`config.mk`:
```
export PLATFORM = sky130hd
export DESIGN_NAME = ext_memory_board_port
export DESIGN_NICKNAME = d
export VERILOG_FILES = /design/src/shared/ext_port_pkg.sv /design/src/ext_memory_board_port.sv
export VERILOG_INCLUDE_DIRS = /design/src /design/src/shared
export SDC_FILE = /design/constraint.sdc
export NUM_CORES = 1
export LEC_CHECK = 0
export BUFFER_PORTS_ARGS = -buffer_cell sky130_fd_sc_hd__buf_4
export CORE_ASPECT_RATIO = 1.1
export CORE_MARGIN = 5
export CORE_UTILIZATION = 50
export DETAILED_ROUTE_END_ITERATION = 8
export PLACE_DENSITY = 0.8
export SLEW_MARGIN = 20
export SYNTH_ARGS = -nofsm -noshare
export SYNTH_HDL_FRONTEND = slang
export SYNTH_SLANG_ARGS = --single-unit
```
`constraint.sdc`:
```
create_clock -name ref_clk -period 4.3 [get_ports ref_clk]
set_input_delay 0 -clock ref_clk [delete_from_list [all_inputs] [get_ports ref_clk]]
set_output_delay 0 -clock ref_clk [all_outputs]
set_load 0.02 [all_outputs]
```
`src/shared/ext_port_map.svh`:
```
// register map, field positions, reset values and timing figures of the memory/board port
// assumes a 40 MHz single clock and 32-bit AXI4-Lite word addressing
`ifndef EXT_PORT_MAP_SVH
`define EXT_PORT_MAP_SVH
// register indexes; byte address is four times the index
`define SROM_BRD_CTL_IDX 8'h1E
`define BOARD_PORT_CTL_IDX 8'h1F
`define PORT_CFG_IDX 8'h20
// serial_rom_board_ctl fields
`define SRB_GRANT_BIT 7
`define SRB_REQ_BIT 6
`define SRB_MODE_BIT 5
`define SRB_READY_BIT 4
`define SRB_SEL_BIT 3
`define SRB_CLK_BIT 2
`define SRB_OUT_BIT 1
`define SRB_IN_BIT 0
`define SRB_RESET 8'h00
// board_port_ctl fields
`define BRD_DIR_BIT 1
`define BRD_STB_BIT 0
`define BRD_RESET 8'h00
// port_cfg fields
`define CFG_ALONE_BIT 0
`define CFG_PAR_EN_BIT 1
`define CFG_ROM_EN_BIT 2
`define CFG_PAR_ERR_BIT 3
// AXI responses
`define RESP_OKAY 2'h0
`define RESP_DECERR 2'h3
// timing
`define CLK_MHZ 40
`define FLASH_ACCESS_NS 150
`define SRAM_ACCESS_NS 50
`endif

```
`src/shared/ext_port_pkg.sv`:
```
// types shared by the memory/board port and its users
// assumes nothing beyond a SystemVerilog compiler
package ext_port_pkg;
	typedef enum logic [2:0] {ST_IDLE, ST_ARB, ST_SETUP, ST_STROBE, ST_GAP, ST_DONE} port_state_t;

	// host memory access, held stable until answered
	typedef struct packed {
		logic valid;
		logic write;
		logic rom;
		logic wide;
		logic [16:0] addr;
		logic [7:0] wdata;
	} host_req_t;

	// one-cycle answer, the target-ready of the host cycle
	typedef struct packed {
		logic ready;
		logic refused;
		logic [63:0] rdata;
	} host_ans_t;

	// port strobes and address
	typedef struct packed {
		logic [15:0] addr;
		logic addr_oe;
		logic sram_select_n;
		logic boot_rom_select_n;
		logic port_read_write;
		logic serial_rom_select;
		logic port_request_n;
		logic board_write_enable;
		logic board_output_enable_n;
	} port_ctl_t;
endpackage

```
`src/ext_memory_board_port.sv`:
```
// external memory and board-control port: SRAM, boot ROM/Flash, serial EEPROM and board logic
// assumes pins synchronous to ref_clk and an external arbiter on the same clock, if any
//
// Chosen here: the AXI4-Lite interface to the registers.
`include "ext_port_map.svh"

module ext_memory_board_port #(
	parameter int ADDR_W = 10
) (
	// clock and reset
	input wire logic ref_clk,
	input wire logic rst,
	// AXI4-Lite register slave
	input wire logic [ADDR_W-1:0] s_axi_awaddr,
	input wire logic s_axi_awvalid,
	output logic s_axi_awready,
	input wire logic [31:0] s_axi_wdata,
	input wire logic [3:0] s_axi_wstrb,
	input wire logic s_axi_wvalid,
	output logic s_axi_wready,
	output logic [1:0] s_axi_bresp,
	output logic s_axi_bvalid,
	input wire logic s_axi_bready,
	input wire logic [ADDR_W-1:0] s_axi_araddr,
	input wire logic s_axi_arvalid,
	output logic s_axi_arready,
	output logic [31:0] s_axi_rdata,
	output logic [1:0] s_axi_rresp,
	output logic s_axi_rvalid,
	input wire logic s_axi_rready,
	// host memory accesses
	input wire ext_port_pkg::host_req_t host_req,
	output ext_port_pkg::host_ans_t host_ans,
	// port pins
	output ext_port_pkg::port_ctl_t port_ctl,
	input wire logic [7:0] port_data_lines_i,
	output logic [7:0] port_data_lines_o,
	output logic [7:0] port_data_lines_oe,
	input wire logic port_parity_line_i,
	output logic port_parity_line_o,
	output logic port_parity_line_oe,
	input wire logic port_grant_n,
	input wire logic sram_present_n
);
	// access lengths in cycles, rounded up, never below one
	localparam int FLASH_CYC_RAW = (`FLASH_ACCESS_NS * `CLK_MHZ + 999) / 1000;
	localparam int SRAM_CYC_RAW = (`SRAM_ACCESS_NS * `CLK_MHZ + 999) / 1000;
	localparam logic [3:0] FLASH_CYC = 4'(FLASH_CYC_RAW < 1 ? 1 : FLASH_CYC_RAW);
	localparam logic [3:0] SRAM_CYC = 4'(SRAM_CYC_RAW < 1 ? 1 : SRAM_CYC_RAW);

	generate
		if (ADDR_W < 10)
		begin : g_bad_addr
			$error("ADDR_W must be at least 10");
		end
	endgenerate

	// register state
	logic [7:0] srb_reg, srb_next;
	logic [7:0] brd_reg, brd_next;
	logic par_en_reg, par_en_next;
	logic rom_en_reg, rom_en_next;
	logic par_err_reg, par_err_next;
	logic alone_reg, alone_next;
	logic alone_seen_reg, alone_seen_next;
	// bus slave state
	logic aw_have_reg, aw_have_next;
	logic w_have_reg, w_have_next;
	logic [7:0] aw_idx_reg, aw_idx_next;
	logic [7:0] wbyte_reg, wbyte_next;
	logic wlane_reg, wlane_next;
	logic bvalid_reg, bvalid_next;
	logic [1:0] bresp_reg, bresp_next;
	logic rvalid_reg, rvalid_next;
	logic [31:0] rdata_reg, rdata_next;
	logic [1:0] rresp_reg, rresp_next;
	// access engine state
	ext_port_pkg::port_state_t state_reg, state_next;
	logic [16:0] addr_reg, addr_next;
	logic [3:0] cnt_reg, cnt_next;
	logic [2:0] byte_reg, byte_next;
	logic [63:0] rbuf_reg, rbuf_next;
	logic refused_reg, refused_next;

	logic granted;
	logic board_mode;
	logic board_live;
	logic engine_busy;
	logic engine_drive;
	logic board_ready;
	logic do_write;
	logic [7:0] srb_view;
	logic [7:0] brd_view;
	logic [7:0] cfg_view;
	logic [2:0] last_byte;
	logic par_fault;

	assign granted = ~port_grant_n;
	assign board_mode = srb_reg[`SRB_MODE_BIT];
	assign engine_busy = state_reg != ext_port_pkg::ST_IDLE;
	// engine owns the lines only in the phases entered after the grant
	assign engine_drive = state_reg == ext_port_pkg::ST_SETUP ||
		state_reg == ext_port_pkg::ST_STROBE || state_reg == ext_port_pkg::ST_GAP;
	// board mode takes the lines only while the engine is idle and the grant holds
	assign board_live = board_mode & granted & ~engine_busy;
	assign board_ready = board_mode & granted;
	assign last_byte = host_req.wide ? 3'h7 : 3'h3;
	assign do_write = aw_have_reg & w_have_reg & ~bvalid_reg;

	// readback views
	always_comb
	begin
		srb_view = srb_reg;
		srb_view[`SRB_GRANT_BIT] = granted;
		srb_view[`SRB_REQ_BIT] = ~port_ctl.port_request_n;
		srb_view[`SRB_READY_BIT] = board_ready;
		// line 0 floats outside board mode, so it only reads back while board mode owns it
		srb_view[`SRB_IN_BIT] = board_live & port_data_lines_i[0];
		brd_view = brd_reg;
		if (brd_reg[`BRD_DIR_BIT])
		begin
			brd_view[7:3] = port_data_lines_i[7:3];
			brd_view[2] = port_parity_line_i;
		end
		cfg_view = 8'h00;
		cfg_view[`CFG_ALONE_BIT] = alone_reg;
		cfg_view[`CFG_PAR_EN_BIT] = par_en_reg;
		cfg_view[`CFG_ROM_EN_BIT] = rom_en_reg;
		cfg_view[`CFG_PAR_ERR_BIT] = par_err_reg;
	end

	// odd parity on the SRAM byte; a mismatch only counts when checking is enabled
	assign par_fault = state_reg == ext_port_pkg::ST_STROBE && cnt_reg == 4'h1 &&
		!addr_reg[16] && !host_req.rom && !host_req.write && par_en_reg &&
		port_parity_line_i != ~^port_data_lines_i;

	// bus slave and register next values
	always_comb
	begin
		srb_next = srb_reg;
		brd_next = brd_reg;
		par_en_next = par_en_reg;
		rom_en_next = rom_en_reg;
		par_err_next = par_err_reg | par_fault;
		alone_seen_next = 1'b1;
		// grant seen low before any request was made means it is strapped low
		alone_next = alone_seen_reg ? alone_reg : granted;
		aw_have_next = aw_have_reg;
		w_have_next = w_have_reg;
		aw_idx_next = aw_idx_reg;
		wbyte_next = wbyte_reg;
		wlane_next = wlane_reg;
		bvalid_next = bvalid_reg;
		bresp_next = bresp_reg;
		rvalid_next = rvalid_reg;
		rdata_next = rdata_reg;
		rresp_next = rresp_reg;
		if (s_axi_awvalid && s_axi_awready)
		begin
			aw_have_next = 1'b1;
			aw_idx_next = s_axi_awaddr[9:2];
		end
		if (s_axi_wvalid && s_axi_wready)
		begin
			w_have_next = 1'b1;
			wbyte_next = s_axi_wdata[7:0];
			wlane_next = s_axi_wstrb[0];
		end
		if (do_write)
		begin
			aw_have_next = 1'b0;
			w_have_next = 1'b0;
			bvalid_next = 1'b1;
			bresp_next = `RESP_OKAY;
			if (aw_idx_reg == `SROM_BRD_CTL_IDX)
			begin
				if (wlane_reg)
				begin
					srb_next[`SRB_MODE_BIT] = wbyte_reg[`SRB_MODE_BIT];
					srb_next[`SRB_SEL_BIT] = wbyte_reg[`SRB_SEL_BIT];
					srb_next[`SRB_CLK_BIT] = wbyte_reg[`SRB_CLK_BIT];
					srb_next[`SRB_OUT_BIT] = wbyte_reg[`SRB_OUT_BIT];
				end
			end
			else if (aw_idx_reg == `BOARD_PORT_CTL_IDX)
			begin
				if (wlane_reg)
					brd_next = wbyte_reg;
			end
			else if (aw_idx_reg == `PORT_CFG_IDX)
			begin
				if (wlane_reg)
				begin
					par_en_next = wbyte_reg[`CFG_PAR_EN_BIT];
					rom_en_next = wbyte_reg[`CFG_ROM_EN_BIT];
					// write one clears; a fault in the same cycle wins
					if (wbyte_reg[`CFG_PAR_ERR_BIT] && !par_fault)
						par_err_next = 1'b0;
				end
			end
			else
				bresp_next = `RESP_DECERR;
		end
		if (bvalid_reg && s_axi_bready)
			bvalid_next = 1'b0;
		if (s_axi_arvalid && s_axi_arready)
		begin
			rvalid_next = 1'b1;
			rresp_next = `RESP_OKAY;
			rdata_next = 32'h0000_0000;
			if (s_axi_araddr[9:2] == `SROM_BRD_CTL_IDX)
				rdata_next[7:0] = srb_view;
			else if (s_axi_araddr[9:2] == `BOARD_PORT_CTL_IDX)
				rdata_next[7:0] = brd_view;
			else if (s_axi_araddr[9:2] == `PORT_CFG_IDX)
				rdata_next[7:0] = cfg_view;
			else
				rresp_next = `RESP_DECERR;
		end
		else if (rvalid_reg && s_axi_rready)
			rvalid_next = 1'b0;
	end

	// bus slave and register flops
	always_ff @(posedge ref_clk or posedge rst)
	begin
		if (rst)
		begin
			srb_reg <= `SRB_RESET;
			brd_reg <= `BRD_RESET;
			par_en_reg <= 1'b0;
			rom_en_reg <= 1'b0;
			par_err_reg <= 1'b0;
			alone_reg <= 1'b0;
			alone_seen_reg <= 1'b0;
			aw_have_reg <= 1'b0;
			w_have_reg <= 1'b0;
			aw_idx_reg <= 8'h00;
			wbyte_reg <= 8'h00;
			wlane_reg <= 1'b0;
			bvalid_reg <= 1'b0;
			bresp_reg <= `RESP_OKAY;
			rvalid_reg <= 1'b0;
			rdata_reg <= 32'h0000_0000;
			rresp_reg <= `RESP_OKAY;
		end
		else
		begin
			srb_reg <= srb_next;
			brd_reg <= brd_next;
			par_en_reg <= par_en_next;
			rom_en_reg <= rom_en_next;
			par_err_reg <= par_err_next;
			alone_reg <= alone_next;
			alone_seen_reg <= alone_seen_next;
			aw_have_reg <= aw_have_next;
			w_have_reg <= w_have_next;
			aw_idx_reg <= aw_idx_next;
			wbyte_reg <= wbyte_next;
			wlane_reg <= wlane_next;
			bvalid_reg <= bvalid_next;
			bresp_reg <= bresp_next;
			rvalid_reg <= rvalid_next;
			rdata_reg <= rdata_next;
			rresp_reg <= rresp_next;
		end
	end

	// one outstanding write and one read; address and data accepted in either order
	assign s_axi_awready = ~aw_have_reg & ~bvalid_reg;
	assign s_axi_wready = ~w_have_reg & ~bvalid_reg;
	assign s_axi_bvalid = bvalid_reg;
	assign s_axi_bresp = bresp_reg;
	assign s_axi_arready = ~rvalid_reg;
	assign s_axi_rvalid = rvalid_reg;
	assign s_axi_rdata = rdata_reg;
	assign s_axi_rresp = rresp_reg;

	// access engine: arbitrate, set up address and direction, strobe, release
	// host accesses wait while board mode owns the port, so software is never interrupted
	always_comb
	begin
		state_next = state_reg;
		addr_next = addr_reg;
		cnt_next = cnt_reg;
		byte_next = byte_reg;
		rbuf_next = rbuf_reg;
		refused_next = refused_reg;
		case (state_reg)
			ext_port_pkg::ST_IDLE:
			begin
				if (host_req.valid && !board_mode)
				begin
					addr_next = host_req.addr;
					byte_next = 3'h0;
					rbuf_next = 64'h0000_0000_0000_0000;
					refused_next = host_req.rom & ~rom_en_reg;
					state_next = (host_req.rom && !rom_en_reg) ?
						ext_port_pkg::ST_DONE : ext_port_pkg::ST_ARB;
				end
			end
			ext_port_pkg::ST_ARB:
			begin
				if (granted)
					state_next = ext_port_pkg::ST_SETUP;
			end
			ext_port_pkg::ST_SETUP:
			begin
				// direction settles one cycle before any select falls
				cnt_next = host_req.rom ? FLASH_CYC : SRAM_CYC;
				state_next = ext_port_pkg::ST_STROBE;
			end
			ext_port_pkg::ST_STROBE:
			begin
				cnt_next = cnt_reg - 4'h1;
				if (!host_req.write)
					rbuf_next[{byte_reg, 3'h0} +: 8] = port_data_lines_i;
				if (cnt_reg == 4'h1)
				begin
					if (host_req.rom && !host_req.write && byte_reg != last_byte)
					begin
						byte_next = byte_reg + 3'h1;
						addr_next = addr_reg + 17'h0_0001;
						state_next = ext_port_pkg::ST_SETUP;
					end
					else
						state_next = ext_port_pkg::ST_GAP;
				end
			end
			ext_port_pkg::ST_GAP:
				state_next = ext_port_pkg::ST_DONE;
			ext_port_pkg::ST_DONE:
				state_next = ext_port_pkg::ST_IDLE;
			default:
				state_next = ext_port_pkg::ST_IDLE;
		endcase
	end

	// access engine flops
	always_ff @(posedge ref_clk or posedge rst)
	begin
		if (rst)
		begin
			state_reg <= ext_port_pkg::ST_IDLE;
			addr_reg <= 17'h0_0000;
			cnt_reg <= 4'h0;
			byte_reg <= 3'h0;
			rbuf_reg <= 64'h0000_0000_0000_0000;
			refused_reg <= 1'b0;
		end
		else
		begin
			state_reg <= state_next;
			addr_reg <= addr_next;
			cnt_reg <= cnt_next;
			byte_reg <= byte_next;
			rbuf_reg <= rbuf_next;
			refused_reg <= refused_next;
		end
	end

	// host answer: target ready only after the strobe has ended, or with no strobe at all for a refused rom access
	assign host_ans.ready = state_reg == ext_port_pkg::ST_DONE;
	assign host_ans.refused = refused_reg;
	assign host_ans.rdata = rbuf_reg;

	// port strobes; sram and boot rom selects fall only in ST_STROBE, entered after the grant, and ignore a later loss of it
	always_comb
	begin
		port_ctl.addr = addr_reg[15:0];
		port_ctl.addr_oe = engine_drive;
		port_ctl.port_read_write = engine_drive ? ~host_req.write : 1'b1;
		// ram select serves sram reads and writes and the flash write strobe
		port_ctl.sram_select_n = ~(state_reg == ext_port_pkg::ST_STROBE &&
			(host_req.write || !host_req.rom));
		port_ctl.boot_rom_select_n = ~(state_reg == ext_port_pkg::ST_STROBE &&
			host_req.rom && !host_req.write);
		port_ctl.serial_rom_select = board_live & srb_reg[`SRB_SEL_BIT];
		// request holds for board mode and for any access under way
		port_ctl.port_request_n = ~(board_mode | (engine_busy &&
			state_reg != ext_port_pkg::ST_DONE));
		port_ctl.board_write_enable = board_live & brd_reg[`BRD_STB_BIT] &
			~brd_reg[`BRD_DIR_BIT];
		port_ctl.board_output_enable_n = board_live ? ~brd_reg[`BRD_DIR_BIT] : 1'b1;
	end

	// data and parity/A16 lines
	always_comb
	begin
		port_data_lines_o = 8'h00;
		port_data_lines_oe = 8'h00;
		port_parity_line_o = 1'b0;
		port_parity_line_oe = 1'b0;
		if (engine_drive)
		begin
			port_data_lines_o = host_req.wdata;
			port_data_lines_oe = {8{host_req.write}};
			if (host_req.rom)
			begin
				port_parity_line_o = addr_reg[16];
				port_parity_line_oe = 1'b1;
			end
			else if (host_req.write)
			begin
				port_parity_line_o = ~^host_req.wdata;
				port_parity_line_oe = 1'b1;
			end
		end
		else if (board_live)
		begin
			port_data_lines_o = {brd_reg[7:3], srb_reg[`SRB_CLK_BIT],
				srb_reg[`SRB_OUT_BIT], 1'b0};
			port_data_lines_oe = {{5{~brd_reg[`BRD_DIR_BIT]}}, 3'b110};
			port_parity_line_o = brd_reg[2];
			port_parity_line_oe = ~brd_reg[`BRD_DIR_BIT];
		end
	end
endmodule // ext_memory_board_port

```
* Word-level counts from Yosys, hierarchy flattened
Index checks and enable logic that the tools add are counted.
W data, S select, Z words.
** Storage, ports and cells
- Memory bits (writable) :: 0
- Input bits :: 103
- Latch bits :: 0
- Memories :: 0
- Register bits :: 142
- ROM bits :: 0
- Output and inout bits :: 149
** Cells by class
- Bitwise operators :: 27
- Muxes and demuxes :: 59
- Order comparisons :: 0
- Div/mod/pow operators :: 0
- Equal/unequal tests :: 20
- Shift-type cells :: 2
- Multipliers :: 0
- Reduce and logical (&&, ||, !) cells :: 46
- Add/subtract/negate cells :: 4
** Operators by type and width (count)
- $mux W64 :: 2
- $pmux W64 S2 :: 1
- $bwmux W64 :: 1
- $shift A8 B8 Y64 const A :: 1
- $shiftx A8 B8 Y64 :: 1
- $mux W17 :: 3
- $mux W8 :: 6
- $pmux W17 S2 :: 1
- $eq A8 B5 Y1 const B :: 4
- $mux W3 :: 10
- $mux W1 :: 24
- $logic_and A1 B1 Y1 :: 20
- $add A17 B1 Y17 const B :: 1
- $eq A8 B6 Y1 const B :: 2
- $reduce_xnor A8 Y1 :: 2
- $pmux W3 S5 :: 1
- $not A1 Y1 :: 14
- $mux W2 :: 6
- $reduce_bool A2 Y1 :: 6
- $and A1 B1 Y1 :: 11
- $ne A2 B2 Y1 const B :: 5
- $reduce_and A3 Y1 :: 3
- $neg A6 Y8 :: 1
- $pmux W4 S2 :: 1
- 20 further kinds :: 31

* Depth between registers and ports, before layout
Gate-level depths: netlist of the first run.
- Depth in word-level cells :: 15
- Mapped depth :: 10
- Mapped depth without buffers :: 8

* Worst setup path before layout of the first run
Ideal clock, no wire load.
- Kind :: reg2reg
- From :: reg byte_reg[0]
- To :: reg rbuf_reg[32]
- Period minus slack after synthesis :: 2.225 ns
- Setup time :: 0.121 ns
- Cell stages (with the launch flop) :: 10
- Path slack :: 2.075 ns
- Required time :: 4.179 ns
- Arrival time :: 2.104 ns
- Path through :: dfrtp_1 -> clkbuf_1 -> inv_1 -> ha_1 -> ha_1 -> nor2b_1 -> nand3b_1 -> a21bo_2 -> buf_2 -> a22o_1
** On the way
- Word-level cells in the longest chain between the ends :: 5
** Ends and longest elaborated chain
- from (decl) :: line ext_memory_board_port.sv:81 : logic [2:0] byte_reg, byte_next;
- from (signal assigned) :: line ext_memory_board_port.sv:356 : byte_reg <= byte_next;
- $neg A6 Y8 (*) :: line ext_memory_board_port.sv:317 : rbuf_next[{byte_reg, 3'h0} +: 8] = port_data_lines_i;
- $shiftx A8 B8 Y64 or $shift A8 B8 Y64 (tied branches) :: line ext_memory_board_port.sv:317
- $bwmux W64 (*) :: line ext_memory_board_port.sv:317
- $mux W64 (*) :: line ext_memory_board_port.sv:316 : if (!host_req.write)
- $pmux W64 S2 (*) :: line ext_memory_board_port.sv:289 : case (state_reg)
- to (signal assigned) :: line ext_memory_board_port.sv:357 : rbuf_reg <= rbuf_next;
- to (decl) :: line ext_memory_board_port.sv:82 : logic [63:0] rbuf_reg, rbuf_next;
Every way passes the cells marked *; elsewhere a longest branch is shown, timed or not. The select of a mux whose other input is x is not followed.
A chain may end at the register's enable or synchronous reset.

* Worst setup path in the final report of the first run
- From :: reg cnt_reg[1]
- To :: reg addr_reg[6]
** On the way
- Word-level cells in the longest chain between the ends :: 3
** Ends and longest elaborated chain
- from (decl) :: line ext_memory_board_port.sv:80 : logic [3:0] cnt_reg, cnt_next;
- from (signal assigned) :: line ext_memory_board_port.sv:355 : cnt_reg <= cnt_next;
- $eq A4 B1 Y1 :: line ext_memory_board_port.sv:318 : if (cnt_reg == 4'h1)
- $ne A2 B2 Y1 (no source line)
- $reduce_and A4 Y1 (no source line)
- to (signal assigned) :: line ext_memory_board_port.sv:354 : addr_reg <= addr_next;
- to (decl) :: line ext_memory_board_port.sv:79 : logic [16:0] addr_reg, addr_next;
Every way passes these cells.

==> tab_implementation.tex, run 1 <==
\begin{tabular}{lr}
\hline
Metric & Value \\
\hline
\multicolumn{2}{l}{\textbf{Timing}} \\
\quad Setup repair after global routing missed its margin & false \\
\quad Number of slew-limit violations in the final report & 0 \\
\quad Pin slew with the least headroom to its limit & 1020 ps \\
\quad Clock Skew & 9.52 ps \\
\quad Worst max-slew margin expressed relative to the limit & 0.312 \\
\quad Hold Vio Cnt, Final & 0 \\
\quad Tmin final & 2770 ps \\
\quad TNS Setup & 0 ps \\
\quad Post-route fraction of the period consumed by the critical path & 0.643 \\
\quad Achievable Freq & 0.361 GHz \\
\quad Finish-stage setup viols & 0 \\
\multicolumn{2}{l}{\textbf{Setup path}} \\
\quad Buffers plus inverters on the worst setup path & 1 \\
\quad Type of destination of the critical path & flop \\
\quad Endpoint required time on the critical path & 4610 ps \\
\quad Master of the slowest instance on the critical path & sky130\_fd\_sc\_hd\_\_a21oi\_2 \\
\quad WS Path Type & reg -> reg \\
\quad Longest individual stage delay on the worst path & approximately 730 ps \\
\quad Biggest fanout along the worst timing path & 20 \\
\quad Kind of launch point of the worst setup path & flop \\
\quad Length in cells of the worst reg-to-reg path & 7 \\
\quad CP delay by family, top & compound AO/OA/AOI/OAI gates \\
\quad Terminus of the critical flop-to-flop path & addr\_reg[6] \\
\quad Arrival time worst endpoint & 3070 ps \\
\quad Flop-to-flop setup slack & 1530 ps \\
\quad Series of cell instances along the critical path & inv\_1, ha\_1, nor3b\_1, o211ai\_1, a21oi\_2, o21ai\_1, a22o\_1 \\
\quad Launch point of the worst reg-to-reg path & cnt\_reg[1] \\
\multicolumn{2}{l}{\textbf{Pwr}} \\
\quad VDD IR-drop max & 0.396 mV \\
\quad Total internal power & 3.26 mW \\
\quad P\_leak & 4.47 nW \\
\quad Cell area power density & roughly 560 nW/um\^{}2 \\
\quad Total chip power & roughly 5.3 mW \\
\quad Clock share of power & 0.279 \\
\quad Combinational group share of total power & 0.362 \\
\quad Reg power frac & 0.359 \\
\quad Switching Power & 2.01 mW \\
\quad Switching Fraction & 0.381 \\
\multicolumn{2}{l}{\textbf{Clocking}} \\
\quad Number of setup buffers added after CTS & 0 \\
\quad TritonCTS buffer count & 17 \\
\quad CTS clock-pin slew for the worst setup and hold paths & 60 ps \\
\quad Master cell of the clock root buffer & sky130\_fd\_sc\_hd\_\_clkbuf\_16 \\
\quad Level count of the clock H-tree & 4 \\
\quad Clock sink total & 140 \\
\quad Maximum root-to-sink buffer count & 2 \\
\quad Worst skew pair latency & 420 ps \\
\quad CTS tree & done \\
\multicolumn{2}{l}{\textbf{Global route}} \\
\quad Total gr overflow & 0 \\
\quad Vias in the first global route & 6226 \\
\quad Pin count of the biggest net entering global routing & 96 \\
\quad Global-route usage over all layers & 0.246 \\
\quad Global-route wire length before repair & 31.9 mm \\
\quad Initial antenna violation count & 1 \\
\multicolumn{2}{l}{\textbf{Finish}} \\
\quad Utilization after layout & 0.681 \\
\quad Final net count & roughly 970 \\
\quad Layout overhead on the synthesized area & 33.9\% \\
\quad Share of cells above drive strength 1 & 0.314 \\
\quad Commonest cells after routing, fill and taps aside & sky130\_fd\_sc\_hd\_\_buf\_4, sky130\_fd\_sc\_hd\_\_dfrtp\_1, sky130\_fd\_sc\_hd\_\_a22o\_1 \\
\quad Leading cell type in the layout, fill and taps excluded & sky130\_fd\_sc\_hd\_\_buf\_4 \\
\quad Non-Filler Cell Area, Final & between 9000 and 10000 sq um \\
\quad Largest register FFs & 64 \\
\multicolumn{2}{l}{\textbf{Outcome}} \\
\quad Outcome & finished clean \\
\multicolumn{2}{l}{\textbf{Routing}} \\
\quad Remaining number of nets flagged by the antenna check after routing & 0 \\
\quad Routed WL per cell & 19.1 um \\
\quad DRT Pass-1 Iters & 7 \\
\quad Drt first-iter violations & 426 \\
\quad Via total after detailed routing & 6102 \\
\quad Number of remaining DRC errors & 0 \\
\quad Via count normalized by instance count & between 5 and 6 \\
\quad Total Wirelength & 20.4 mm \\
\multicolumn{2}{l}{\textbf{Placement}} \\
\quad IO buf count & 195 \\
\quad Total placed instance area & 8280 sq um \\
\quad Final weighted congestion in routability-driven placement & 0.863 \\
\quad Detailed placement HPWL & 14.5 mm \\
\multicolumn{2}{l}{\textbf{Floorplan}} \\
\quad Die outline height & 134 um \\
\quad Starting Density & 0.509 \\
\quad Cell row count & 45 \\
\quad Total die area & 16400 sq um \\
\quad Ports placed on the boundary & 252 \\
\quad Width of the die & approximately 120 um \\
\quad Floorplan core area & 13700 sq um \\
\multicolumn{2}{l}{\textbf{Run}} \\
\quad Total of max-cap violations & 0 \\
\multicolumn{2}{l}{\textbf{Logic synthesis}} \\
\quad Post-Synthesis Cells & roughly 660 \\
\quad Post-synth EDFFs & 0 \\
\quad Number of register bits inferred by synthesis & 140 \\
\quad Synth Warn \# & 0 \\
\quad Synthesized area per cell & 10.6 sq um \\
\quad Async SR Flop Fraction & 1.00 \\
\quad Post-synthesis sequential area ratio & 0.501 \\
\quad Syn Std Cell Area & 6990 sq um \\
\quad Distinct cells, synth & 66 \\
\quad Dominant synthesized flop cell & sky130\_fd\_sc\_hd\_\_dfrtp\_1 \\
\multicolumn{2}{l}{\textbf{Min path}} \\
\quad Min-Delay Endpoint & par\_err\_reg \\
\quad Number of cells on the worst hold path & 4 \\
\quad Path category of the worst min-delay check & in -> reg \\
\quad Critical hold path startpoint & host\_req[27] \\
\hline
\end{tabular}
==> timing repair <==
action,CTS,global route
hold buffers,47,0
hold endpoints to repair,188,0
resized for setup,0,0
==> per-layer routing <==
| layer | vias to the layer above | GRT usage | wire (um) |
|---|---|---|---|
| li1 | 2741 | - | - |
| met3 | 52 | 0.0666 | 1600 |
| met4 | 0 | 0.0921 | 603 |
| met2 | 287 | 0.428 | 10500 |
| met5 | - | 0 | 0 |
| met1 | 3022 | 0.287 | 7700 |
==> worst reg2reg max path, delay by kind of cell, from the launching register on <==
kind	cells	cell delay, ps
fa+ha+maj	1	140
simple gates	1	570
buf+inv	1	90
flops	1	390
compound gates	4	1480
==> cell usage after synthesis, drive strengths merged (4+ instances only) <==
cell type	count	area, sq um
a22o	68	596
xnor2	13	114
a21o	5	37.5
nor2b	8	50.1
a31oi	4	25.0
buf	61	434
mux2	35	394
nor3	13	70.1
dfrtp	140	3500
xor2	5	43.8
nand4	5	31.3
ha	6	75.1
nor2	35	131
a32o	5	50.1
clkbuf	20	75.1
a21oi	25	140
nand2b	10	62.6
mux2i	4	40.0
and2	4	25.0
o31ai	6	45.0
nand3b	4	30.0
and3	6	37.5
nand3	11	55.1
nand2	52	198
o21ai	44	220
inv	18	67.6
==> power by group through the flow <==
stage,clock (mW),combinational (mW),sequential [mW]
6_report,1.47,1.91,1.89
5_1_grt,1.54,2.07,1.93
4_1_cts,1.49,1.91,1.88
2_1_floorplan,0,1.41,1.84
3_3_place_gp,0,1.80,1.88
3_5_place_dp,0,1.87,1.90
==> logic make-up after synthesis <==
family | after synthesis | share of synthesized area
compound gates | 185 | 0.193
simple gates | 170 | 0.126
flops | 140 | 0.501
buf+inv | 99 | 0.0825
mux | 39 | 0.0621
xor+xnor | 18 | 0.0226
fa+ha+maj | 6 | 0.0107
other cells | 2 | 0.00107
==> how the worst max path moves through the flow <==
stage	start	endpoint	cells past startpoint
after global placement	cnt_reg[1]	addr_reg[6]	7
after floorplan	rst	addr_reg[0]	1
after global routing	cnt_reg[1]	addr_reg[2]	7
final	cnt_reg[1]	addr_reg[6]	7
after detailed placement	cnt_reg[1]	addr_reg[6]	7
after CTS	cnt_reg[1]	addr_reg[6]	7
==> per-stage QoR <==
step | worst slack [ps] | std cells | hold slack, ps
2_1_floorplan | 547 | 682 | 89.8
3_3_place_gp | 1680 | 986 | 182
3_5_place_dp | 1530 | 986 | 189
4_1_cts | 1520 | 1065 | 5.28
5_1_grt | 1280 | 1066 | 29.2
6_report | 1530 | 1066 | 18.7
==> area by class of cell <==
class,count,area [sq um]
Fill cell,1023,4380
Inverter,18,72.6
Antenna cell,1,2.50
Tap cell,188,235
Clock buffer,18,439
Sequential cell,140,3500
Timing Repair Buffer,244,1950
Clock inverter,14,161
Multi-Input combinational cell,443,2990
No activity file was read; power rests on OpenSTA's default activity.
==> run 2: changes to the inputs <==
==> constraint.sdc (replaced) <==
create_clock -name ref_clk -period 2.55 [get_ports ref_clk]
set_input_delay 0 -clock ref_clk [delete_from_list [all_inputs] [get_ports ref_clk]]
set_output_delay 0 -clock ref_clk [all_outputs]
set_load 0.02 [all_outputs]
==> run 2 against run 1 <==
Non-clock buffer count increased by 13. Die area unchanged. Critical path depth decreased by 2. Combinational power increased by 75%. Sequential power increased by 68%. Power increased by 68%.
==> tab_implementation.tex, run 2 (synthesized netlist as in run 1, its figures left out) <==
\begin{tabular}{lr}
\hline
Metric & Value \\
\hline
\multicolumn{2}{l}{\textbf{Timing}} \\
\quad Tmin final & 2380 ps \\
\quad Number of slew-limit violations in the final report & 0 (unchanged) \\
\quad TNS Setup & 0 ps (unchanged) \\
\quad Worst max-slew margin expressed relative to the limit & 0.426 (was 0.312) \\
\quad Post-route fraction of the period consumed by the critical path & 0.934 \\
\quad Setup repair after global routing missed its margin & false (unchanged) \\
\quad Finish-stage setup viols & 0 (unchanged) \\
\quad Clock Skew & 9.15 ps (was 9.52 ps) \\
\quad Pin slew with the least headroom to its limit & 860 ps (was 1020 ps) \\
\quad Achievable Freq & 0.420 GHz \\
\quad Hold Vio Cnt, Final & 0 (unchanged) \\
\multicolumn{2}{l}{\textbf{Routing}} \\
\quad DRT Pass-1 Iters & 5 (was 7) \\
\quad Remaining number of nets flagged by the antenna check after routing & 0 (unchanged) \\
\quad Total Wirelength & 20.4 mm (about the same) \\
\quad Routed WL per cell & 18.9 um (was 19.1 um) \\
\quad Via count normalized by instance count & 5.67 (was 5.72) \\
\quad Via total after detailed routing & 6110 (was 6102) \\
\quad Drt first-iter violations & 367 (was 426) \\
\quad Number of remaining DRC errors & 0 (unchanged) \\
\multicolumn{2}{l}{\textbf{Setup path}} \\
\quad Critical path depth & 5 (was 7) \\
\quad Master of the slowest instance on the critical path & sky130\_fd\_sc\_hd\_\_nor3\_1 (was sky130\_fd\_sc\_hd\_\_a21oi\_2) \\
\quad Kind of launch point of the worst setup path & flop (unchanged) \\
\quad Flop-to-flop setup slack & 400 ps (was 1530 ps) \\
\quad CP delay by family, top & simple AND/OR/NAND/NOR gates (was compound AO/OA/AOI/OAI gates) \\
\quad Endpoint required time on the critical path & 2550 ps (was 4610 ps) \\
\quad Type of destination of the critical path & primary output (was flop) \\
\quad Series of cell instances along the critical path & nor3\_1, and2\_1, a32oi\_1, nand2\_1, buf\_4 (was inv\_1, ha\_1, nor3b\_1, o211ai\_1, a21oi\_2, o21ai\_1, a22o\_1) \\
\quad Length in cells of the worst reg-to-reg path & 6 (was 7) \\
\quad Biggest fanout along the worst timing path & 12 (was 20) \\
\quad Terminus of the critical flop-to-flop path & addr\_reg[2] (was addr\_reg[6]) \\
\quad Arrival time worst endpoint & 2380 ps (was 3070 ps) \\
\quad Launch point of the worst reg-to-reg path & state\_reg[1] (was cnt\_reg[1]) \\
\quad Longest individual stage delay on the worst path & 560 ps (was 730 ps) \\
\quad Buffers plus inverters on the worst setup path & 1 (unchanged) \\
\quad WS Path Type & reg -> out (was reg -> reg) \\
\multicolumn{2}{l}{\textbf{Clocking}} \\
\quad CTS tree & done (unchanged) \\
\quad CTS resizes & 0 (unchanged) \\
\quad Worst skew pair latency & 430 ps (was 420 ps) \\
\quad TritonCTS buffer count & 17 (unchanged) \\
\quad Maximum root-to-sink buffer count & 2 (unchanged) \\
\quad Number of hold-repair buffers added at the cts stage & 48 (was 47) \\
\quad Clock sink total & 140 (unchanged) \\
\quad Number of setup buffers added after CTS & 0 (unchanged) \\
\quad CTS clock-pin slew for the worst setup and hold paths & 60 ps (about the same) \\
\quad Master cell of the clock root buffer & sky130\_fd\_sc\_hd\_\_clkbuf\_16 (unchanged) \\
\quad Level count of the clock H-tree & 4 (unchanged) \\
\multicolumn{2}{l}{\textbf{Global route}} \\
\quad Pin count of the biggest net entering global routing & 141 (was 96) \\
\quad Vias in the first global route & 6268 (was 6226) \\
\quad Total gr overflow & 0 (unchanged) \\
\quad Initial antenna violation count & 0 (was 1) \\
\quad Global-route usage over all layers & 0.252 (was 0.246) \\
\quad Global-route wire length before repair & 32.5 mm (was 31.9 mm) \\
\multicolumn{2}{l}{\textbf{Pwr}} \\
\quad VDD IR-drop max & 0.690 mV (was 0.396 mV) \\
\quad P\_leak & 4.52 nW (was 4.47 nW) \\
\quad Total chip power & 8.86 mW (was 5.27 mW) \\
\quad Cell area power density & 940 nW/um\^{}2 (was 563 nW/um\^{}2) \\
\multicolumn{2}{l}{\textbf{Floorplan}} \\
\quad Width of the die & 123 um (unchanged) \\
\quad Total die area & 16400 sq um (unchanged) \\
\quad Ports placed on the boundary & 252 (unchanged) \\
\quad Die outline height & 134 um (unchanged) \\
\quad Starting Density & 0.509 (unchanged) \\
\quad Cell row count & 45 (unchanged) \\
\quad Floorplan core area & 13700 sq um (unchanged) \\
\multicolumn{2}{l}{\textbf{Placement}} \\
\quad IO buf count & 195 (unchanged) \\
\quad Total placed instance area & 8390 sq um (was 8280 sq um) \\
\quad Final weighted congestion in routability-driven placement & 0.873 (was 0.863) \\
\quad Detailed placement HPWL & 14.3 mm (was 14.5 mm) \\
\quad Number of placed instances with taps included & 998 (was 986) \\
\multicolumn{2}{l}{\textbf{Finish}} \\
\quad Leading cell type in the layout, fill and taps excluded & sky130\_fd\_sc\_hd\_\_buf\_4 (unchanged) \\
\quad Post-layout instance count excluding filler cells & 1078 (was 1066) \\
\quad Commonest cells after routing, fill and taps aside & sky130\_fd\_sc\_hd\_\_buf\_4, sky130\_fd\_sc\_hd\_\_dfrtp\_1, sky130\_fd\_sc\_hd\_\_a22o\_1 (unchanged) \\
\quad Total of fill cells in the finished design & 1035 (was 1023) \\
\quad Combined area of the multi-input logic cells & 2990 sq um (unchanged) \\
\quad Largest register FFs & 64 (unchanged) \\
\quad Combined flip-flop and latch cell area & 3500 sq um (unchanged) \\
\quad Share of cells above drive strength 1 & 0.321 (was 0.314) \\
\quad Final net count & 986 (was 973) \\
\quad Number of diodes & 0 (was 1) \\
\quad Non-Filler Cell Area, Final & 9430 sq um (was 9360 sq um) \\
\quad Layout overhead on the synthesized area & 35.0\% (was 33.9\%) \\
\multicolumn{2}{l}{\textbf{Min path}} \\
\quad Min-Delay Endpoint & addr\_reg[14] (was par\_err\_reg) \\
\quad Number of cells on the worst hold path & 4 (unchanged) \\
\quad Critical hold path startpoint & host\_req[22] (was host\_req[27]) \\
\quad Path category of the worst min-delay check & in -> reg (unchanged) \\
\multicolumn{2}{l}{\textbf{Run}} \\
\quad Total of max-cap violations & 0 (unchanged) \\
\multicolumn{2}{l}{\textbf{Outcome}} \\
\quad Outcome & finished clean (unchanged) \\
\hline
\end{tabular}
[run 2: changes by cell type in the layout (fill, tap and decap cells not counted)]
cell / before / now
sky130_fd_sc_hd__dlygate4sd3_1: 47 / 48
sky130_fd_sc_hd__clkbuf_8: 1 / 2
sky130_fd_sc_hd__buf_4: 197 / 208
sky130_fd_sc_hd__inv_6: 3 / 2
sky130_fd_sc_hd__clkinvlp_4: 2 / 3
sky130_fd_sc_hd__bufinv_16: 2 / 0
sky130_fd_sc_hd__diode_2: 1 / 0
sky130_fd_sc_hd__inv_8: 1 / 2
sky130_fd_sc_hd__clkbuf_1: 0 / 1
sky130_fd_sc_hd__buf_12: 0 / 1
sky130_fd_sc_hd__clkinv_2: 1 / 0
[run 2: final cells by class]
class,instances,share of cell area
clock inverters,12,0.0114
well taps,188,0.0249
repair buffers,257,0.219
multi-input cells,443,0.318
inverters,18,0.00756
flip-flops and latches,140,0.372
clock buffers,20,0.0484
[run 2: worst register-to-register path, cell delays in order, from the launching register on]
cell and delay (ps):
sky130_fd_sc_hd__dfrtp_1 510, sky130_fd_sc_hd__or4b_4 600, sky130_fd_sc_hd__a21o_1 240, sky130_fd_sc_hd__a21oi_2 280
sky130_fd_sc_hd__buf_4 230, sky130_fd_sc_hd__o21ai_0 90, sky130_fd_sc_hd__a22oi_1 130
[run 2: worst max path at each step]
stage | from | end | slack, ps
CTS | state_reg[2] | port_parity_line_o | 190
floorplan | byte_reg[0] | rbuf_reg[32] | 330
finish | state_reg[2] | port_parity_line_o | 170
global placement | state_reg[1] | addr_reg[2] | 450
detailed placement | state_reg[1] | addr_reg[2] | 420
global route | state_reg[2] | port_parity_line_o | 100
[run 2: metal layers]
metal	track usage	vias to the layer above	routed length, um	part of all wire
li1	-	2753	-	-
met1	0.294	3019	7730	0.38
met2	0.430	289	10400	0.51
met3	0.0755	49	1680	0.082
met4	0.101	0	552	0.027
met5	0	-	0	0
[run 2: power breakdown]
group | leakage, nW | switching [mW] | internal, mW
logic | 2.41 | 1.93 | 1.41
registers | 1.84 | 0.487 | 2.68
clock network | 0.271 | 1.04 | 1.32
total | 4.52 | 3.45 | 5.41
[run 2: per-stage QoR]
stage	hold slack [ps]	worst slack (ps)	utilization
3_5_place_dp	184	424	0.610
3_3_place_gp	182	445	0.610
2_1_floorplan	89.8	325	-
6_report	26.2	169	0.686
5_1_grt	37.8	104	0.686
4_1_cts	9.35	192	0.686
==> run 3: changes to the inputs <==
--- a/config.mk
+++ b/config.mk
@@ -9,9 +9,9 @@
 export BUFFER_PORTS_ARGS = -buffer_cell sky130_fd_sc_hd__buf_4
 export CORE_ASPECT_RATIO = 1.1
 export CORE_MARGIN = 5
-export CORE_UTILIZATION = 50
+export CORE_UTILIZATION = 54
 export DETAILED_ROUTE_END_ITERATION = 8
-export PLACE_DENSITY = 0.8
+export PLACE_DENSITY = 0.86
 export SLEW_MARGIN = 20
 export SYNTH_ARGS = -nofsm -noshare
 export SYNTH_HDL_FRONTEND = slang
==> constraint.sdc (replaced) <==
create_clock -name ref_clk -period 3 [get_ports ref_clk]
set_input_delay 0.15 -clock ref_clk [delete_from_list [all_inputs] [get_ports ref_clk]]
set_output_delay 0.15 -clock ref_clk [all_outputs]
set_load 0.02 [all_outputs]
==> run 3 against run 2 <==
Sequential share of layout area is 1.0 points higher. Critical path type unchanged. Largest power group unchanged. Via count decreased by 0.54%. Non-clock buffer count fell by 31. Setup slack better by 170 ps. Largest cell class unchanged. Hold slack gained 7.0 ps. Sequential cell count stayed put. Power shrank 12%. Critical path depth fell by 1. Design area down 2.7%.
==> tab_implementation.tex, run 3 (synthesized netlist as in run 1, its figures left out) <==
\begin{tabular}{lr}
\hline
Metric & Value \\
\hline
\multicolumn{2}{l}{\textbf{Clocking}} \\
\quad Level count of the clock H-tree & 4 (unchanged) \\
\quad CTS tree & done (unchanged) \\
\quad Clock sink total & 140 (unchanged) \\
\quad Worst skew pair latency & 420 ps (was 430 ps) \\
\quad CTS clock-pin slew for the worst setup and hold paths & 70 ps (was 60 ps) \\
\quad TritonCTS buffer count & 17 (unchanged) \\
\quad Maximum root-to-sink buffer count & 2 (unchanged) \\
\quad Master cell of the clock root buffer & sky130\_fd\_sc\_hd\_\_clkbuf\_16 (unchanged) \\
\quad Number of setup buffers added after CTS & 0 (unchanged) \\
\multicolumn{2}{l}{\textbf{Setup path}} \\
\quad Critical Path End & port\_data\_lines\_oe[4] (was port\_parity\_line\_o) \\
\quad Master of the slowest instance on the critical path & sky130\_fd\_sc\_hd\_\_dfrtp\_1 (was sky130\_fd\_sc\_hd\_\_nor3\_1) \\
\quad Length in cells of the worst reg-to-reg path & 7 (was 6) \\
\quad WS Path Type & reg -> out (unchanged) \\
\quad Type of destination of the critical path & primary output (unchanged) \\
\quad Arrival time worst endpoint & 2510 ps (was 2380 ps) \\
\quad Biggest fanout along the worst timing path & 18 (was 12) \\
\quad Terminus of the critical flop-to-flop path & rbuf\_reg[13] (was addr\_reg[2]) \\
\quad Series of cell instances along the critical path & nor3\_1, nand2\_1, o21ai\_0, buf\_4 (was nor3\_1, and2\_1, a32oi\_1, nand2\_1, buf\_4) \\
\quad Launching element of the worst setup path & state\_reg[0] (was state\_reg[2]) \\
\quad Flop-to-flop setup slack & 500 ps (was 400 ps) \\
\quad Kind of launch point of the worst setup path & flop (unchanged) \\
\quad Launch point of the worst reg-to-reg path & byte\_reg[0] (was state\_reg[1]) \\
\quad Longest individual stage delay on the worst path & 590 ps (was 560 ps) \\
\quad Endpoint required time on the critical path & 2850 ps (was 2550 ps) \\
\multicolumn{2}{l}{\textbf{Global route}} \\
\quad Global-route usage over all layers & 0.266 (was 0.252) \\
\quad Met2 Track Usage GR & 0.465 (was 0.430) \\
\quad Met3 usage & 0.0851 (was 0.0755) \\
\quad Met1 Resource Use GR & 0.310 (was 0.294) \\
\quad Vias in the first global route & 6317 (was 6268) \\
\quad Global-route wire length before repair & 32.7 mm (was 32.5 mm) \\
\quad Initial antenna violation count & 0 (unchanged) \\
\quad Total gr overflow & 0 (unchanged) \\
\quad Pin count of the biggest net entering global routing & 83 (was 141) \\
\quad Highest-utilization routing layer at the global route stage & met2 (unchanged) \\
\multicolumn{2}{l}{\textbf{Routing}} \\
\quad Total Wirelength & 20.4 mm (about the same) \\
\quad Routed WL per cell & 20.1 um (was 18.9 um) \\
\quad Drt first-iter violations & 512 (was 367) \\
\quad Via total after detailed routing & 6077 (was 6110) \\
\quad Number of remaining DRC errors & 0 (unchanged) \\
\quad Via count normalized by instance count & 5.98 (was 5.67) \\
\quad DRT Pass-1 Iters & 5 (unchanged) \\
\quad Remaining number of nets flagged by the antenna check after routing & 0 (unchanged) \\
\multicolumn{2}{l}{\textbf{Floorplan}} \\
\quad Cell row count & 43 (was 45) \\
\quad Total die area & 15300 sq um (was 16400 sq um) \\
\quad Width of the die & 118 um (was 123 um) \\
\quad Die outline height & 129 um (was 134 um) \\
\quad Starting Density & 0.553 (was 0.509) \\
\quad Floorplan core area & 12600 sq um (was 13700 sq um) \\
\quad Ports placed on the boundary & 252 (unchanged) \\
\multicolumn{2}{l}{\textbf{Run}} \\
\quad Total of max-cap violations & 0 (unchanged) \\
\multicolumn{2}{l}{\textbf{Placement}} \\
\quad Final weighted congestion in routability-driven placement & 0.898 (was 0.873) \\
\quad IO buf count & 195 (unchanged) \\
\quad Detailed placement HPWL & 14.5 mm (was 14.3 mm) \\
\multicolumn{2}{l}{\textbf{Timing}} \\
\quad Finish-stage setup viols & 0 (unchanged) \\
\quad Pin slew with the least headroom to its limit & 795 ps (was 860 ps) \\
\quad Achievable Freq & approximately 0.38 GHz \\
\quad Hold Vio Cnt, Final & 0 (unchanged) \\
\quad Clock Skew & 9.76 ps (was 9.15 ps) \\
\quad Setup repair after global routing missed its margin & false (unchanged) \\
\quad Number of slew-limit violations in the final report & 0 (unchanged) \\
\quad Tmin final & 2660 ps \\
\quad TNS Setup & 0 ps (unchanged) \\
\quad Worst max-slew margin expressed relative to the limit & 0.465 (was 0.426) \\
\quad Post-route fraction of the period consumed by the critical path & 0.887 \\
\multicolumn{2}{l}{\textbf{Finish}} \\
\quad Combined flip-flop and latch cell area & 3500 sq um (unchanged) \\
\quad Largest register FFs & 64 (unchanged) \\
\quad Commonest cells after routing, fill and taps aside & sky130\_fd\_sc\_hd\_\_buf\_4, sky130\_fd\_sc\_hd\_\_dfrtp\_1, sky130\_fd\_sc\_hd\_\_a22o\_1 (unchanged) \\
\quad Combined area of the multi-input logic cells & 2990 sq um (unchanged) \\
\quad Layout overhead on the synthesized area & 31.4\% (was 35.0\%) \\
\quad Final net count & 955 (was 986) \\
\quad Number of diodes & 0 (unchanged) \\
\quad Share of cells above drive strength 1 & 0.326 (was 0.321) \\
\quad Total of fill cells in the finished design & 850 (was 1035) \\
\quad Leading cell type in the layout, fill and taps excluded & sky130\_fd\_sc\_hd\_\_buf\_4 (unchanged) \\
\multicolumn{2}{l}{\textbf{Outcome}} \\
\quad Outcome & finished clean (unchanged) \\
\multicolumn{2}{l}{\textbf{Pwr}} \\
\quad VDD IR-drop max & 0.592 mV (was 0.690 mV) \\
\quad P\_leak & 4.43 nW (was 4.52 nW) \\
\quad Cell area power density & 847 nW/um\^{}2 (was 940 nW/um\^{}2) \\
\quad Total chip power & 7.78 mW (was 8.86 mW) \\
\multicolumn{2}{l}{\textbf{Min path}} \\
\quad Path category of the worst min-delay check & in -> reg (unchanged) \\
\hline
\end{tabular}
[run 3: changes by cell type in the layout (fill, tap and decap cells not counted), sizes merged]
cell / before / now
clkinv: 6 / 3
bufinv: 0 / 3
inv: 21 / 26
clkbuf: 20 / 17
buf: 209 / 202
clkinvlp: 3 / 1
dlygate4sd3: 48 / 24
[run 3: layout make-up]
class / instances / share of cell area
flip-flops and latches: 140 / 0.382
clock inverters: 15 / 0.0240
inverters: 18 / 0.00777
clock buffers: 17 / 0.0463
well taps: 157 / 0.0214
repair buffers: 226 / 0.193
multi-input cells: 443 / 0.326
[run 3: per-stage QoR]
stage / setup slack, ps / util / area (sq um) / std cells / hold WS [ps]
final: 340 / 0.726 / 9180 / 1016 / 33.2
after floorplan: 775 / - / 7080 / 682 / 240
after CTS: 348 / 0.726 / 9180 / 1016 / 18.4
after global routing: 65.1 / 0.726 / 9180 / 1016 / 44.8
after global placement: 722 / 0.656 / 8290 / 960 / 263
after detailed placement: 609 / 0.656 / 8290 / 960 / 283
[run 3: metal layers]
metal,up-vias,part of all wire
li1,2705,-
met1,2961,0.37
met2,360,0.51
met3,51,0.097
met4,0,0.024
met5,-,0
[run 3: critical path: cells and delay by family, from the launching register on]
family	cells	cell delay (ps)
buffers and inverters	1	240
AND/OR/NAND/NOR	2	790
flip-flops	1	590
AO/OA/AOI/OAI	1	470
[run 3: report_power, final]
| group | leakage, nW | total (mW) | switching, mW | internal, mW |
|---|---|---|---|---|
| registers | 1.84 | 2.72 | 0.441 | 2.28 |
| clock network | 0.317 | 2.30 | 0.936 | 1.36 |
| logic | 2.28 | 2.76 | 1.63 | 1.14 |
| total | 4.43 | 7.78 | 3.00 | 4.77 |
[run 3: worst min-delay path by stage]
| stage | startpoint | endpoint | slack [ps] | depth (start not counted) |
|---|---|---|---|---|
| floorplan | port_grant_n | alone_reg | 240 | 1 |
| global placement | rst | addr_reg[4] | 260 | 2 |
| detailed placement | rst | addr_reg[3] | 280 | 2 |
| CTS | host_req[12] | addr_reg[4] | 20 | 3 |
| global route | host_req[16] | addr_reg[8] | 40 | 3 |
| finish | host_req[12] | addr_reg[4] | 30 | 3 |
[run 3: repair_timing]
action,in CTS,in global routing
resized for setup,0,0
setup endpoints to repair,0,0
hold buffers,24,0
endpoints found under the hold margin,49,0
